[src/pkg/rsds_defines.vh]
// Constants for the reset strap and debug status block
`ifndef RSDS_DEFINES_VH
`define RSDS_DEFINES_VH

// ==========================================================
// APB register offsets (byte addresses)
`define RSDS_OFS_CTRL        12'h000
`define RSDS_OFS_STATUS      12'h004
`define RSDS_OFS_STRAP       12'h008
`define RSDS_OFS_TRACE       12'h00c

// ==========================================================
// Control register fields and reset value
`define RSDS_CTRL_PIN_EN     0
`define RSDS_CTRL_RST        2'h1

// ==========================================================
// Status register fields
`define RSDS_ST_COLD_DONE    0
`define RSDS_ST_TMS          1
`define RSDS_ST_STRAP_ERR    2

// ==========================================================
// Configuration word field positions
`define RSDS_CFG_MULT_LO     0
`define RSDS_CFG_MULT_HI     2
`define RSDS_CFG_ORDER       3
`define RSDS_CFG_RSV4        4
`define RSDS_CFG_RSV5        5
`define RSDS_CFG_TMR         6
`define RSDS_CFG_RSV7        7
`define RSDS_CFG_WID_LO      8
`define RSDS_CFG_WID_HI      9
`define RSDS_CFG_RST         10'h080

// ==========================================================
// Strap encodings
`define RSDS_MULT_X2         3'h0
`define RSDS_MULT_X3         3'h1
`define RSDS_MULT_X4         3'h2
`define RSDS_WID_8           2'h0
`define RSDS_WID_16          2'h1
`define RSDS_WID_32          2'h2
`define RSDS_WID_RSV         2'h3

// ==========================================================
// Trace status codes
`define RSDS_TRACE_STALL         3'h7
`define RSDS_TRACE_BRANCH_PC     3'h6
`define RSDS_TRACE_BRANCH_NOPC   3'h5
`define RSDS_TRACE_EXCEPTION     3'h4
`define RSDS_TRACE_SEQUENTIAL    3'h3
`define RSDS_TRACE_STALL_TRACE   3'h2
`define RSDS_TRACE_TRIGGER       3'h1
`define RSDS_TRACE_DEBUG_MODE    3'h0

`endif

[src/design/rsds_top.v]
// Reset strap capture and debug status pin driver with APB registers
//
// Overview of operation
// - Trace code 111 stall, 110 branch with PC, 101 branch without, 100 exception.
// - Trace code 011 sequential, 010 stall-time trace, 001 trigger, 000 debug mode.
// - Test mode select is sampled on each rising test clock edge.
// - During start or acknowledge, source flag high for CPU, low for DMA.
// - Acknowledge flag goes low for every data acknowledge to CPU or DMA.
// - Start strobe goes low at transaction start with block address on data 31:4.
// - During start or acknowledge, instruction/data flag low for data, high for instruction.
// - At cold reset pins give config bits 6:0; bit 3 picks byte order.
// - Config bits 2:0 choose core clock multiplier 2, 3 or 4; rest reserved.
// - Config bit 6 low enables, high disables the timer interrupt.
// - Config bits 9:8 choose boot memory width 8, 16 or 32 bits.
// - All configuration values are captured by the active-low cold reset.
//
// Added by the designer: the address map and the APB register port.
`timescale 1ns/1ps
`default_nettype none
`include "rsds_defines.vh"

module rsds_top (
	// Clock, reset, enable
	input  wire        clk_i,
	input  wire        sys_rst_i,
	input  wire        clk_en_i,
	// APB slave
	input  wire        psel_i,
	input  wire        penable_i,
	input  wire        pwrite_i,
	input  wire [11:0] paddr_i,
	input  wire [31:0] pwdata_i,
	output wire [31:0] prdata_o,
	output wire        pready_o,
	output wire        pslverr_o,
	// Cold reset and address-pin straps (bits 19:17)
	input  wire        cold_rst_n_i,
	input  wire [2:0]  strap_addr_i,
	// Debug test port
	input  wire        test_clk_i,
	input  wire        test_mode_sel_i,
	// Core trace events
	input  wire        trc_debug_mode_i,
	input  wire        trc_exception_i,
	input  wire        trc_branch_pc_i,
	input  wire        trc_branch_nopc_i,
	input  wire        trc_trigger_i,
	input  wire        trc_stall_trace_i,
	input  wire        trc_stall_i,
	// Core transaction events
	input  wire        txn_start_i,
	input  wire        txn_dma_i,
	input  wire        txn_data_i,
	input  wire [27:0] txn_block_addr_i,
	input  wire        ack_i,
	input  wire        ack_dma_i,
	input  wire        ack_data_i,
	// Shared trace status pins
	input  wire [2:0]  trace_status_i,
	output wire [2:0]  trace_status_o,
	output wire [2:0]  trace_status_oe_o,
	// Shared flag pins: source, acknowledge, start, instruction/data
	input  wire        src_n_i,
	output wire        src_n_o,
	output wire        src_n_oe_o,
	input  wire        ack_n_i,
	output wire        ack_n_o,
	output wire        ack_n_oe_o,
	input  wire        start_n_i,
	output wire        start_n_o,
	output wire        start_n_oe_o,
	input  wire        instr_data_n_i,
	output wire        instr_data_n_o,
	output wire        instr_data_n_oe_o,
	// Memory data bus, block address part
	output wire [27:0] mem_data_hi_o,
	// Decoded configuration
	output wire [9:0]  cfg_word_o,
	output wire [2:0]  core_mult_o,
	output wire        mult_reserved_o,
	output wire        byte_order_select_o,
	output wire        timer_irq_mask_o,
	output wire [1:0]  boot_width_o,
	output wire        cold_done_o
);

	// ==========================================================
	// Functions

	// Priority encode of core trace events
	function [2:0] rsds_trace_code;
		input dbg, exc, bpc, bnopc, trig, sttr, trace_code_stall;
		begin
			if (dbg)
				rsds_trace_code = `RSDS_TRACE_DEBUG_MODE;
			else if (exc)
				rsds_trace_code = `RSDS_TRACE_EXCEPTION;
			else if (bpc)
				rsds_trace_code = `RSDS_TRACE_BRANCH_PC;
			else if (bnopc)
				rsds_trace_code = `RSDS_TRACE_BRANCH_NOPC;
			else if (trig)
				rsds_trace_code = `RSDS_TRACE_TRIGGER;
			else if (sttr)
				rsds_trace_code = `RSDS_TRACE_STALL_TRACE;
			else if (trace_code_stall)
				rsds_trace_code = `RSDS_TRACE_STALL;
			else
				rsds_trace_code = `RSDS_TRACE_SEQUENTIAL;
		end
	endfunction

	// Flags a configuration word that breaks the reserved encodings
	function rsds_cfg_bad;
		input [9:0] cfg;
		begin
			rsds_cfg_bad = (cfg[`RSDS_CFG_MULT_HI:`RSDS_CFG_MULT_LO] > `RSDS_MULT_X4)
				| cfg[`RSDS_CFG_RSV4] | cfg[`RSDS_CFG_RSV5] | ~cfg[`RSDS_CFG_RSV7]
				| (cfg[`RSDS_CFG_WID_HI:`RSDS_CFG_WID_LO] == `RSDS_WID_RSV);
		end
	endfunction

	// ==========================================================
	// Registers
	reg [1:0]  ctrl_q;
	reg        strap_err_q;
	reg        cold_done_q;
	reg        cold_seen_q;
	reg [9:0]  cfg_q;
	reg [2:0]  mult_q;
	reg        mult_rsv_q;
	reg        tclk_prev_q;
	reg        tms_q;
	reg [2:0]  trace_q;
	reg        src_n_q;
	reg        ack_n_q;
	reg        start_n_q;
	reg        id_n_q;
	reg [27:0] blk_addr_q;
	reg        pin_oe_q;
	reg [31:0] prdata_q;
	reg        pready_q;
	reg        pslverr_q;

	wire [9:0] pin_cfg;
	wire       apb_setup;
	wire       apb_wr;
	wire       err_clr;
	wire       strap_take;
	wire [2:0] pin_mult;
	reg [31:0] rd_mux;
	reg        rd_err;

	// Straps as presented on the shared pins and address pins
	assign pin_cfg = {strap_addr_i, src_n_i, start_n_i, ack_n_i,
		instr_data_n_i, trace_status_i};
	assign strap_take = ~cold_rst_n_i & ~pin_oe_q;   // Never sample our own drive
	assign pin_mult   = pin_cfg[`RSDS_CFG_MULT_HI:`RSDS_CFG_MULT_LO];

	assign apb_setup = psel_i & ~penable_i;
	// A write lands only at the completing access edge
	assign apb_wr    = psel_i & penable_i & pready_q & pwrite_i & ~pslverr_q;
	assign err_clr   = apb_wr & (paddr_i == `RSDS_OFS_STATUS) & pwdata_i[`RSDS_ST_STRAP_ERR];

	// ==========================================================
	// Cold reset strap capture

	// Pins are taken while cold reset is low and our drivers are off, so the
	// value held is the one present at the last edge before release.
	always @(posedge clk_i) begin
		if (sys_rst_i) begin
			cfg_q       <= `RSDS_CFG_RST;
			mult_q      <= 3'h2;
			mult_rsv_q  <= 1'b0;
			cold_done_q <= 1'b0;
			cold_seen_q <= 1'b0;
		end else if (clk_en_i) begin
			if (strap_take) begin
				cfg_q      <= pin_cfg;
				mult_q     <= (pin_mult > `RSDS_MULT_X4) ? 3'h0 : pin_mult + 3'h2;
				mult_rsv_q <= (pin_mult > `RSDS_MULT_X4);
			end
			if (!cold_rst_n_i) begin
				cold_done_q <= 1'b0;
				cold_seen_q <= 1'b1;
			end else if (cold_seen_q) begin
				cold_done_q <= 1'b1;
			end
		end
	end

	// ==========================================================
	// Pin ownership

	// Drivers stay off until two cycles after release so the strap driver and
	// the device never fight on the shared pins.
	always @(posedge clk_i) begin
		if (sys_rst_i)
			pin_oe_q <= 1'b0;
		else if (clk_en_i)
			pin_oe_q <= cold_rst_n_i & cold_done_q & ctrl_q[`RSDS_CTRL_PIN_EN];
	end

	// ==========================================================
	// Test mode select sampling

	// Test clock is a plain synchronous input; its rising edge is found here
	always @(posedge clk_i) begin
		if (sys_rst_i) begin
			tclk_prev_q <= 1'b0;
			tms_q       <= 1'b1;
		end else if (clk_en_i) begin
			tclk_prev_q <= test_clk_i;
			if (test_clk_i & ~tclk_prev_q)
				tms_q <= test_mode_sel_i;
		end
	end

	// ==========================================================
	// Debug status outputs

	// Start takes precedence over acknowledge for the source and type flags
	always @(posedge clk_i) begin
		if (sys_rst_i) begin
			trace_q    <= `RSDS_TRACE_SEQUENTIAL;
			start_n_q  <= 1'b1;
			ack_n_q    <= 1'b1;
			src_n_q    <= 1'b1;
			id_n_q     <= 1'b1;
			blk_addr_q <= 28'h0000000;
		end else if (clk_en_i) begin
			trace_q   <= rsds_trace_code(trc_debug_mode_i, trc_exception_i,
				trc_branch_pc_i, trc_branch_nopc_i, trc_trigger_i,
				trc_stall_trace_i, trc_stall_i);
			start_n_q <= ~txn_start_i;
			ack_n_q   <= ~ack_i;
			if (txn_start_i) begin
				src_n_q    <= ~txn_dma_i;
				id_n_q     <= ~txn_data_i;
				blk_addr_q <= txn_block_addr_i;
			end else if (ack_i) begin
				src_n_q <= ~ack_dma_i;
				id_n_q  <= ~ack_data_i;
			end else begin
				src_n_q <= 1'b1;
				id_n_q  <= 1'b1;
			end
		end
	end

	// ==========================================================
	// Control and sticky strap error

	// A bad strap seen in the same cycle as a clear keeps the flag set
	always @(posedge clk_i) begin
		if (sys_rst_i) begin
			ctrl_q      <= `RSDS_CTRL_RST;
			strap_err_q <= 1'b0;
		end else if (clk_en_i) begin
			if (apb_wr & (paddr_i == `RSDS_OFS_CTRL))
				ctrl_q <= pwdata_i[1:0];
			if (strap_take & rsds_cfg_bad(pin_cfg))
				strap_err_q <= 1'b1;
			else if (err_clr)
				strap_err_q <= 1'b0;
		end
	end

	// ==========================================================
	// APB read decode
	always @* begin
		rd_mux = 32'h00000000;
		rd_err = 1'b0;
		case (paddr_i)
			`RSDS_OFS_CTRL:
				rd_mux = {30'h00000000, ctrl_q};
			`RSDS_OFS_STATUS:
				rd_mux = {29'h00000000, strap_err_q, tms_q, cold_done_q};
			`RSDS_OFS_STRAP:
				rd_mux = {22'h000000, cfg_q};
			`RSDS_OFS_TRACE:
				rd_mux = {25'h0000000, id_n_q, start_n_q, ack_n_q, src_n_q, trace_q};
			default:
				rd_err = 1'b1;
		endcase
	end

	// ==========================================================
	// APB answer: data and ready are loaded in setup, so access ends in one cycle
	always @(posedge clk_i) begin
		if (sys_rst_i) begin
			prdata_q  <= 32'h00000000;
			pready_q  <= 1'b0;
			pslverr_q <= 1'b0;
		end else if (clk_en_i) begin
			if (apb_setup) begin
				prdata_q  <= pwrite_i ? 32'h00000000 : rd_mux;
				pready_q  <= 1'b1;
				pslverr_q <= rd_err;
			end else begin
				prdata_q  <= 32'h00000000;
				pready_q  <= 1'b0;
				pslverr_q <= 1'b0;
			end
		end
	end

	// ==========================================================
	// Output assignments
	assign prdata_o            = prdata_q;
	assign pready_o            = pready_q;
	assign pslverr_o           = pslverr_q;
	assign trace_status_o      = trace_q;
	assign trace_status_oe_o   = {3{pin_oe_q}};
	assign src_n_o             = src_n_q;
	assign src_n_oe_o          = pin_oe_q;
	assign ack_n_o             = ack_n_q;
	assign ack_n_oe_o          = pin_oe_q;
	assign start_n_o           = start_n_q;
	assign start_n_oe_o        = pin_oe_q;
	assign instr_data_n_o      = id_n_q;
	assign instr_data_n_oe_o   = pin_oe_q;
	assign mem_data_hi_o       = blk_addr_q;
	assign cfg_word_o          = cfg_q;
	assign core_mult_o         = mult_q;
	assign mult_reserved_o     = mult_rsv_q;
	assign byte_order_select_o = cfg_q[`RSDS_CFG_ORDER];
	assign timer_irq_mask_o    = cfg_q[`RSDS_CFG_TMR];
	assign boot_width_o        = cfg_q[`RSDS_CFG_WID_HI:`RSDS_CFG_WID_LO];
	assign cold_done_o         = cold_done_q;

endmodule // rsds_top
`default_nettype wire

[config.mk]
export PLATFORM = sky130hd
export DESIGN_NAME = rsds_top
export DESIGN_NICKNAME = d
export VERILOG_FILES = /design/src/design/rsds_top.v
export VERILOG_INCLUDE_DIRS = /design/src /design/src/pkg
export SDC_FILE = /design/constraint.sdc
export NUM_CORES = 1
export LEC_CHECK = 0
export BUFFER_PORTS_ARGS = -buffer_cell sky130_fd_sc_hd__buf_4
export CELL_PAD_IN_SITES_DETAIL_PLACEMENT = 0
export CELL_PAD_IN_SITES_GLOBAL_PLACEMENT = 2
export CORE_UTILIZATION = 23
export DETAILED_ROUTE_END_ITERATION = 16
export PLACE_DENSITY = 0.83
export REMOVE_ABC_BUFFERS = 1
export SETUP_SLACK_MARGIN = 0.1
export SLEW_MARGIN = 20
export SYNTH_ARGS = -nofsm -noshare
export SYNTH_HDL_FRONTEND = slang
export SYNTH_SLANG_ARGS = --single-unit
[constraint.sdc]
create_clock -name clk_i -period 4.6 [get_ports clk_i]
set_clock_uncertainty 0.2 [all_clocks]
set_input_delay 0 -clock clk_i [delete_from_list [all_inputs] [get_ports clk_i]]
set_output_delay 0 -clock clk_i [all_outputs]
set_load 0.01 [all_outputs]
==> results of run 1 <==
-- worst max-delay path, cell delays in order --
cell and delay, ps:
dlygate4sd3_1 540, buf_4 130, or4_4 420, dlygate4sd3_1 630, nor4_4 440, nand3_2 110, dlygate4sd3_1 640, o21ai_1 140
dlygate4sd3_1 540
-- metrics by stage --
| step | worst slack, ps | cell area (um2) |
|---|---|---|
| 3_5_place_dp | 2540 | 4030 |
| 6_report | 1070 | 5230 |
| 5_1_grt | 988 | 5230 |
| 4_1_cts | 1070 | 5230 |
| 3_3_place_gp | 2560 | 4030 |
| 2_1_floorplan | 2470 | 2720 |
-- area by class of cell --
cell class / count / area (um2) / area share
flip-flops and latches: 69 / 1380 / 0.264
repair buffers: 239 / 2020 / 0.387
well taps: 168 / 210 / 0.0402
clock inverters: 4 / 22.5 / 0.00430
clock buffers: 12 / 256 / 0.0490
multi-input cells: 254 / 1320 / 0.251
inverters: 6 / 22.5 / 0.00430
-- routing by layer --
layer / share of wire / up-vias
met5: 0 / -
li1: - / 1595
met4: 0.0080 / 0
met1: 0.43 / 1464
met2: 0.48 / 113
met3: 0.077 / 7
-- worst paths after layout --
path | end | slack, ps | startpoint | cells after the start
setup reg to reg | ctrl_q[1]$_SDFFE_PP0P_ | 2180 | pready_o$_SDFFE_PP0P_ | 6
hold reg to reg | mem_data_hi_o[7]$_SDFFE_PP0P_ | 250 | mem_data_hi_o[7]$_SDFFE_PP0P_ | 2
hold / removal | pslverr_o$_SDFFE_PP0P_ | 30 | paddr_i[7] | 4
setup / recovery | prdata_o[3]$_SDFFE_PP0P_ | 1070 | paddr_i[10] | 9
-- Yosys cell counts, drive strengths merged (2+ instances only) --
cell    count
buf        33
a22oi       3
or3         2
nand4b      2
a21oi      51
inv         5
or4         3
nor3        3
nand4       3
a221oi      2
clkbuf     16
nand2     101
nor2b       3
mux4        2
o31ai       3
ha          2
mux2i       7
a211oi      2
nand3b      2
dfxtp      69
a211o       2
o21ai       9
nand3       8
nor4        2
nor2       12
-- cells by family after synthesis --
kind of cell | Yosys count | share of synthesized area
simple gates | 145 | 0.223
compound gates | 76 | 0.147
other cells | 1 | 0.00127
fa+ha+maj | 2 | 0.00851
mux | 9 | 0.0391
buf+inv | 55 | 0.111
flops | 69 | 0.470
-- power by group --
group          leakage, nW  internal (mW)  switching (mW)  total, mW
registers            0.564          0.622          0.0168      0.639
clock network        0.138          0.392           0.255      0.647
logic                 1.55          0.141           0.108      0.249
-- sequential cells by signal, indices dropped and copies added, names as in the netlist, 2 cells and up --
| register | flops |
|---|---|
| cfg_word_o | 10 |
| core_mult_o | 3 |
| ctrl_q | 2 |
| mem_data_hi_o | 28 |
| prdata_o | 10 |
| trace_status_o | 3 |
-- what timing repair did --
item	CTS	global route
setup buffers	0	0
hold endpoints to repair	69	0
hold buffers	92	0
==> metrics.yaml, run 1 <==
layout_common_cells: "147 x buf_4, 101 x nand2_1, 92 x dlygate4sd3_1, 69 x dfxtp_1, 51 x a21oi_1"
drv_cap: 0
die_h_um: 115
h-tree-depth: 3
gr-usage-met1: 0.184
grt.busiest_layer: "met2"
nFillCells: 1241
clkTransAtPathRegs_ps: 60
drv_slew: 0
yosysWarnings: 0
hold_slack_ps: 31.1
grt_pass1_wl_um: 15500
async_reset_ff_frac: 0
place.gp.congestion: 0.772
yosysSeqAreaShare: 0.470
yosysTopAreaCell: "dfxtp_1"
synth_area_um2: 2940
fin_crit_sh: 0.767
hpwl_um: 6790
arrival_ps: 3600
clockBufferDepth: 2
worst_slew_pin_slew_ps: 1030
antenna_found_initial: 0
ys_seq_elements: 69
finalPower_mw: 1.54
hp-class: "in2reg"
cts_tree: "done"
postSynthAreaPerCell_um2: 8.24
dp_cells: 644
status: "complete, no violations"
dieArea_um2: 13200
rsz0062_at_grt: "no"
use_met2: 0.267
cts_num_sinks: 69
track_usage: 0.153
yosys_most_used_dff: "dfxtp_1"
initial_core_util: 0.240
port_buffers: 147
syn2layout_area_growth_pct: 77.9
min_period_ps: 3530
drive_gt1_frac: 0.295
mostFrequentLayoutCell: "buf_4"
wire_per_inst_um: 13.4
avgViaCountPerCell: 4.23
die_x_um: 115
cp_data_required_time_ps: 4670
ctsResizeCount: 0
ir_drop_mv: 0.122
p_leak_nw: 2.26
synthCells: 357
drt-initial-drc-count: 132
path_max_fanout: 4
synth_top_cell_area_share: 0.470
drtAntennaViolNets: 0
nets: 685
vias: 3179
finalSetupViolations: 0
max_freq_mhz: 283
dr.pass1.iters: 4
root_buffer: "clkbuf_16"
synth_edf_count: 0
path_class: "in2reg"
hold_viol: 0
numCtsBuffers: 9
ys_types: 40
grt.overflow.total: 0
totalWireLength_um: 10100
grt_use_met3: 0.0322
drc: 0
fin_setup_tns_ps: 0
grt_pass1_vias: 3112
num_rows: 40
core_um2: 12300
grt_max_degree: 62
insertion_delay_ps: 330
diodes: 0
maxSlewHeadroom: 0.311
end_kind: "flop"
final_core_util: 0.427
instances_no_fill: 752
synth_area_leaders: "dfxtp_1 47%, nand2_1 13%, a21oi_1 8.7%"
cp-start-kind: "primary input"
io_pins: 199
p_per_area_nw_per_um2: 293
(Power assumes the default switching activity.)
==> inputs of run 2 (changes only) <==
Settings changed: ABC_AREA from default to 1, CORE_UTILIZATION 23 to 19, PLACE_DENSITY 0.83 to 0.73.
Clock period 4.6 ns to 3.05 ns, I/O delays scaled along.
==> run 2 against run 1 <==
  * First-iteration DRC count shrank 24%
  * Setup slack lost 860 ps
  * Critical path depth is the same
  * Register-to-register slack lost 1600 ps
  * Area after synthesis grew 6.7%
  * Non-clock buffer count shrank 5
  * Clock power grew 96%
  * Via count grew 7.5%
  * Flip-flop and latch count is the same
  * Critical path type unchanged
  * Highest routed layer unchanged
==> metrics.yaml, run 2 <==
avgViaCountPerCell: 3.98
drv_cap: 0
grt.overflow.total: 0
cp_data_required_time_ps: 3130
dieArea_um2: 17000
numCtsBuffers: 9
finalSetupViolations: 0
mostFrequentLayoutCell: "buf_4"
worst_slew_pin_slew_ps: 590
ir_drop_mv: 0.254
synth_common_cells: "80 x nor2_1, 69 x dfxtp_1, 60 x nand2_1, 39 x o21ai_0, 35 x buf_4"
clockBufferDepth: 2
die_x_um: 131
drt-initial-drc-count: 100
initial_core_util: 0.196
cts_num_sinks: 69
place.gp.congestion: 0.756
hold_slack_ps: 38.0
async_reset_ff_frac: 0
port_buffers: 147
ctsResizeCount: 0
drtAntennaViolNets: 0
rsz0062_at_grt: "no"
io_pins: 199
h-tree-depth: 3
nets: 744
totalWireLength_um: 11100
synth_area_um2: 3140
arrival_ps: 2920
root_buffer: "clkbuf_16"
dr.pass1.iters: 4
ys_types: 31
layout_common_cells: "149 x buf_4, 85 x dlygate4sd3_1, 80 x nor2_1, 69 x dfxtp_1, 60 x nand2_1"
num_rows: 46
postSynthAreaPerCell_um2: 7.42
insertion_delay_ps: 340
cp_common_cell: "dlygate4sd3_1"
fin_crit_sh: 0.931
p_leak_nw: 2.48
finalPower_mw: 2.68
grt_pass1_vias: 3356
max_freq_mhz: 352
nFillCells: 1711
path_max_fanout: 21
core_um2: 16000
hold_viol: 0
min_period_ps: 2840
antenna_found_initial: 0
ys_seq_elements: 69
grt_pass1_wl_um: 17000
wire_per_inst_um: 12.9
yosysSeqAreaShare: 0.440
diodes: 0
cp-start-kind: "primary input"
multi_input_area_um2: 1380
p_per_area_nw_per_um2: 489
end_kind: "flop"
clkTransAtPathRegs_ps: 60
yosys_most_used_dff: "dfxtp_1"
ff_latch_area_um2: 1380
largest_reg_flops: 28
drive_gt1_frac: 0.292
synthCells: 423
worst_path_largest_cell_delay_ps: 580
hp-class: "in2reg"
syn2layout_area_growth_pct: 74.5
vias: 3419
path_class: "in2reg"
path_cells: "dlygate4sd3_1 -> buf_4 -> inv_2 -> or2_4 -> nor2_8 -> nand3_1 -> dlygate4sd3_1 -> a21oi_1 -> dlygate4sd3_1"
fin_setup_tns_ps: 0
yosysWarnings: 0
yosysMostFrequentCell: "nor2_1"
hpwl_um: 7640
grt_max_degree: 32
crit_slowest_cell: "dlygate4sd3_1"
synth_top_cell_area_share: 0.440
status: "complete, no violations"
final_core_util: 0.342
die_h_um: 131
synth_edf_count: 0
yosysTopAreaCell: "dfxtp_1"
maxSlewHeadroom: 0.606
cts_tree: "done"
synth_area_leaders: "dfxtp_1 44%, nor2_1 9.6%, buf_4 8.4%"
postCtsSetupBuffers: 0
track_usage: 0.134
drc: 0
drv_slew: 0
## run 2: cell count changes after synthesis, moves of 19 or more
cell / change
nand2_1: -41
inv_1: +19
nor2_1: +68
a21oi_1: -25
nand3_1: +19
o21ai_0: +34
## run 2: worst max-delay path: cells and delay by family
kind | cells | cell delay (ps)
compound gates | 1 | 150
buf+inv | 5 | 2100
simple gates | 3 | 670
## run 2: timing repair
action,4_1_cts,5_1_grt
endpoints found under the setup margin,0,1
endpoints found under the hold margin,69,0
hold buffers,86,0
## run 2: cells by family after synthesis
| logic type | after synthesis | share of synthesized area |
|---|---|---|
| other | 1 | 0.00119 |
| AO/OA/AOI/OAI | 86 | 0.153 |
| buffers and inverters | 81 | 0.145 |
| adder cells (fa/ha/maj) | 2 | 0.00797 |
| flip-flops | 69 | 0.440 |
| AND/OR/NAND/NOR | 184 | 0.253 |
## run 2: layer usage
layer | track usage | up-vias | share of wire
met5 | 0 | - | 0
met4 | 0.0561 | 0 | 0.019
met3 | 0.0322 | 16 | 0.050
met2 | 0.226 | 96 | 0.48
met1 | 0.162 | 1577 | 0.45
li1 | - | 1730 | -
## run 2: worst paths after layout
kind / start / end / slack (ps) / cells past startpoint
max: clk_en_i / core_mult_o[0]$_SDFFE_PP0P_ / 210 / 9
min: paddr_i[2] / strap_err_q$_SDFFE_PP0P_ / 40 / 6
max reg2reg: pready_o$_SDFFE_PP0P_ / ctrl_q[0]$_SDFFE_PP1P_ / 580 / 8
min reg2reg: cold_seen_q$_SDFFE_PP0P_ / cold_seen_q$_SDFFE_PP0P_ / 260 / 2
## run 2: power breakdown
group	switching, mW	internal (mW)	leakage [nW]
clock network	0.401	0.866	0.176
logic	0.191	0.232	1.74
registers	0.0356	0.950	0.567
total	0.628	2.05	2.48
## run 2: area by class of cell
class                      instances  area share
clock inverter                     3      0.0164
inverter                          30      0.0206
multi-input combinational        294       0.252
timing repair buffer             234       0.360
sequential                        69       0.252
clock buffer                      13      0.0493
tap                              216      0.0493
## run 2: per-stage QoR
stage,instances,setup slack [ps],instance area [um2]
6_report,859,210,5480
5_1_grt,859,106,5480
4_1_cts,860,166,5490
2_1_floorplan,393,1400,2880
3_3_place_gp,758,1300,4270
3_5_place_dp,758,1270,4270
==> inputs of run 3 (changes only) <==
Settings changed: ABC_AREA 1 to default, CELL_PAD_IN_SITES_DETAIL_PLACEMENT 0 to 1, CELL_PAD_IN_SITES_GLOBAL_PLACEMENT 2 to 1, CORE_UTILIZATION 19 to 25, TNS_END_PERCENT from default to 100.
==> run 3 against run 2 <==
  * First-iteration DRC count is 11% lower
  * Fmax up 3.2%
  * Register-to-register slack lost 50 ps
  * Non-clock buffer count is 2 lower
  * Critical path type unchanged
  * Critical endpoint is now ctrl_q[1]$_SDFFE_PP0P_
==> metrics.yaml, run 3 (synthesis results as in run 1) <==
drc: 0
path_max_fanout: 16
cts_num_sinks: 69
rsz0062_at_grt: "no"
combPwrFrac: 0.158
hp-class: "in2reg"
clkTransAtPathRegs_ps: 60
root_buffer: "clkbuf_16"
fin_setup_tns_ps: 0
r2r-start: "pready_o$_SDFFE_PP0P_"
totalWireLength_um: 10900
grt_max_degree: 62
dr.pass1.iters: 4
finalSetupViolations: 0
cp_data_required_time_ps: 3120
switching_share: 0.246
cts_tree: "done"
cp-start-kind: "primary input"
drive_gt1_frac: 0.302
num_rows: 39
syn2layout_area_growth_pct: 75.2
p_leak_nw: 2.24
crit_start: "clk_en_i"
layout_common_cells: "148 x buf_4, 101 x nand2_1, 83 x dlygate4sd3_1, 69 x dfxtp_1, 51 x a21oi_1"
min_from: "sys_rst_i"
path_class: "in2reg"
power.internal_mw: 1.80
maxSlewHeadroom: 0.379
dieArea_um2: 12200
initial_core_util: 0.258
r2r_setup_slack_ps: 530
numCtsBuffers: 9
drt-initial-drc-count: 89
mostFrequentLayoutCell: "buf_4"
p_per_area_nw_per_um2: 463
die_h_um: 110
io_pins: 199
max_freq_mhz: 363
end_kind: "flop"
power_frac_clock: 0.438
status: "complete, no violations"
fin_crit_sh: 0.902
insertion_delay_ps: 320
vias: 3271
hpwl_um: 6900
nets: 678
clockBufferDepth: 2
arrival_ps: 2820
postCtsSetupBuffers: 0
seqPwrFrac: 0.404
diodes: 0
place.gp.congestion: 0.710
grt.overflow.total: 0
min_period_ps: 2750
wire_per_inst_um: 15.2
worst_slew_pin_slew_ps: 930
largest_reg_flops: 28
switchingPower_uw: 587
drtAntennaViolNets: 0
core_um2: 11400
track_usage: 0.175
drv_slew: 0
grt_pass1_wl_um: 17200
avgViaCountPerCell: 4.55
hold_viol: 0
antenna_found_initial: 0
dpl_cell_area_um2: 4010
design_area_um2: 5150
grt_pass1_vias: 3358
h-tree-depth: 3
ir_drop_mv: 0.216
drv_cap: 0
port_buffers: 147
die_x_um: 110
## run 3: cell type report
class | instances | area (um2)
inverters | 6 | 22.5
flip-flops and latches | 69 | 1380
repair buffers | 232 | 1960
well taps | 143 | 179
multi-input cells | 254 | 1320
clock inverters | 5 | 60.1
fillers | 1302 | 6260
clock buffers | 10 | 239
## run 3: timing repair
action	4_1_cts	5_1_grt
resized for setup	0	0
hold buffers	83	0
hold endpoints to repair	69	0
## run 3: layer usage
layer | vias up | share of wire | global-route usage
met3 | 12 | 0.051 | 0.0329
met4 | 0 | 0.012 | 0.0516
met2 | 123 | 0.52 | 0.326
met5 | - | 0 | 0
met1 | 1554 | 0.42 | 0.201
li1 | 1582 | - | -
## run 3: worst paths after layout
kind                                        end  depth (start not counted)
hold / removal         prdata_o[0]$_SDFFE_PP0P_                          2
setup / recovery         ctrl_q[1]$_SDFFE_PP0P_                          8
setup reg to reg         ctrl_q[1]$_SDFFE_PP0P_                          6
hold reg to reg   mem_data_hi_o[8]$_SDFFE_PP0P_                          2
## run 3: power groups by stage
stage	registers (mW)	logic (mW)	clock network [mW]
floorplan	0.996	0.0943	0
global placement	0.982	0.288	0
detailed placement	0.984	0.295	0
CTS	0.965	0.372	1.08
global route	0.969	0.409	1.12
finish	0.965	0.377	1.04
## run 3: per-stage QoR
step	util	hold WS, ps	power, mW	setup WS (ps)	cells
after detailed placement	0.351	39.9	1.28	1170	620
after floorplan	-	-131	1.09	922	329
after global routing	0.451	38.1	2.50	200	719
final	0.451	5.98	2.39	298	719
after global placement	0.351	26.1	1.27	1190	620
after CTS	0.450	3.45	2.42	394	718
## run 3: critical path, cell delays in order
cell and delay, ps:
dlygate4sd3_1 530, buf_4 250, nand4b_1 170, nor4_1 460, nand4_1 140, dlygate4sd3_1 570
a21oi_1 140, dlygate4sd3_1 570
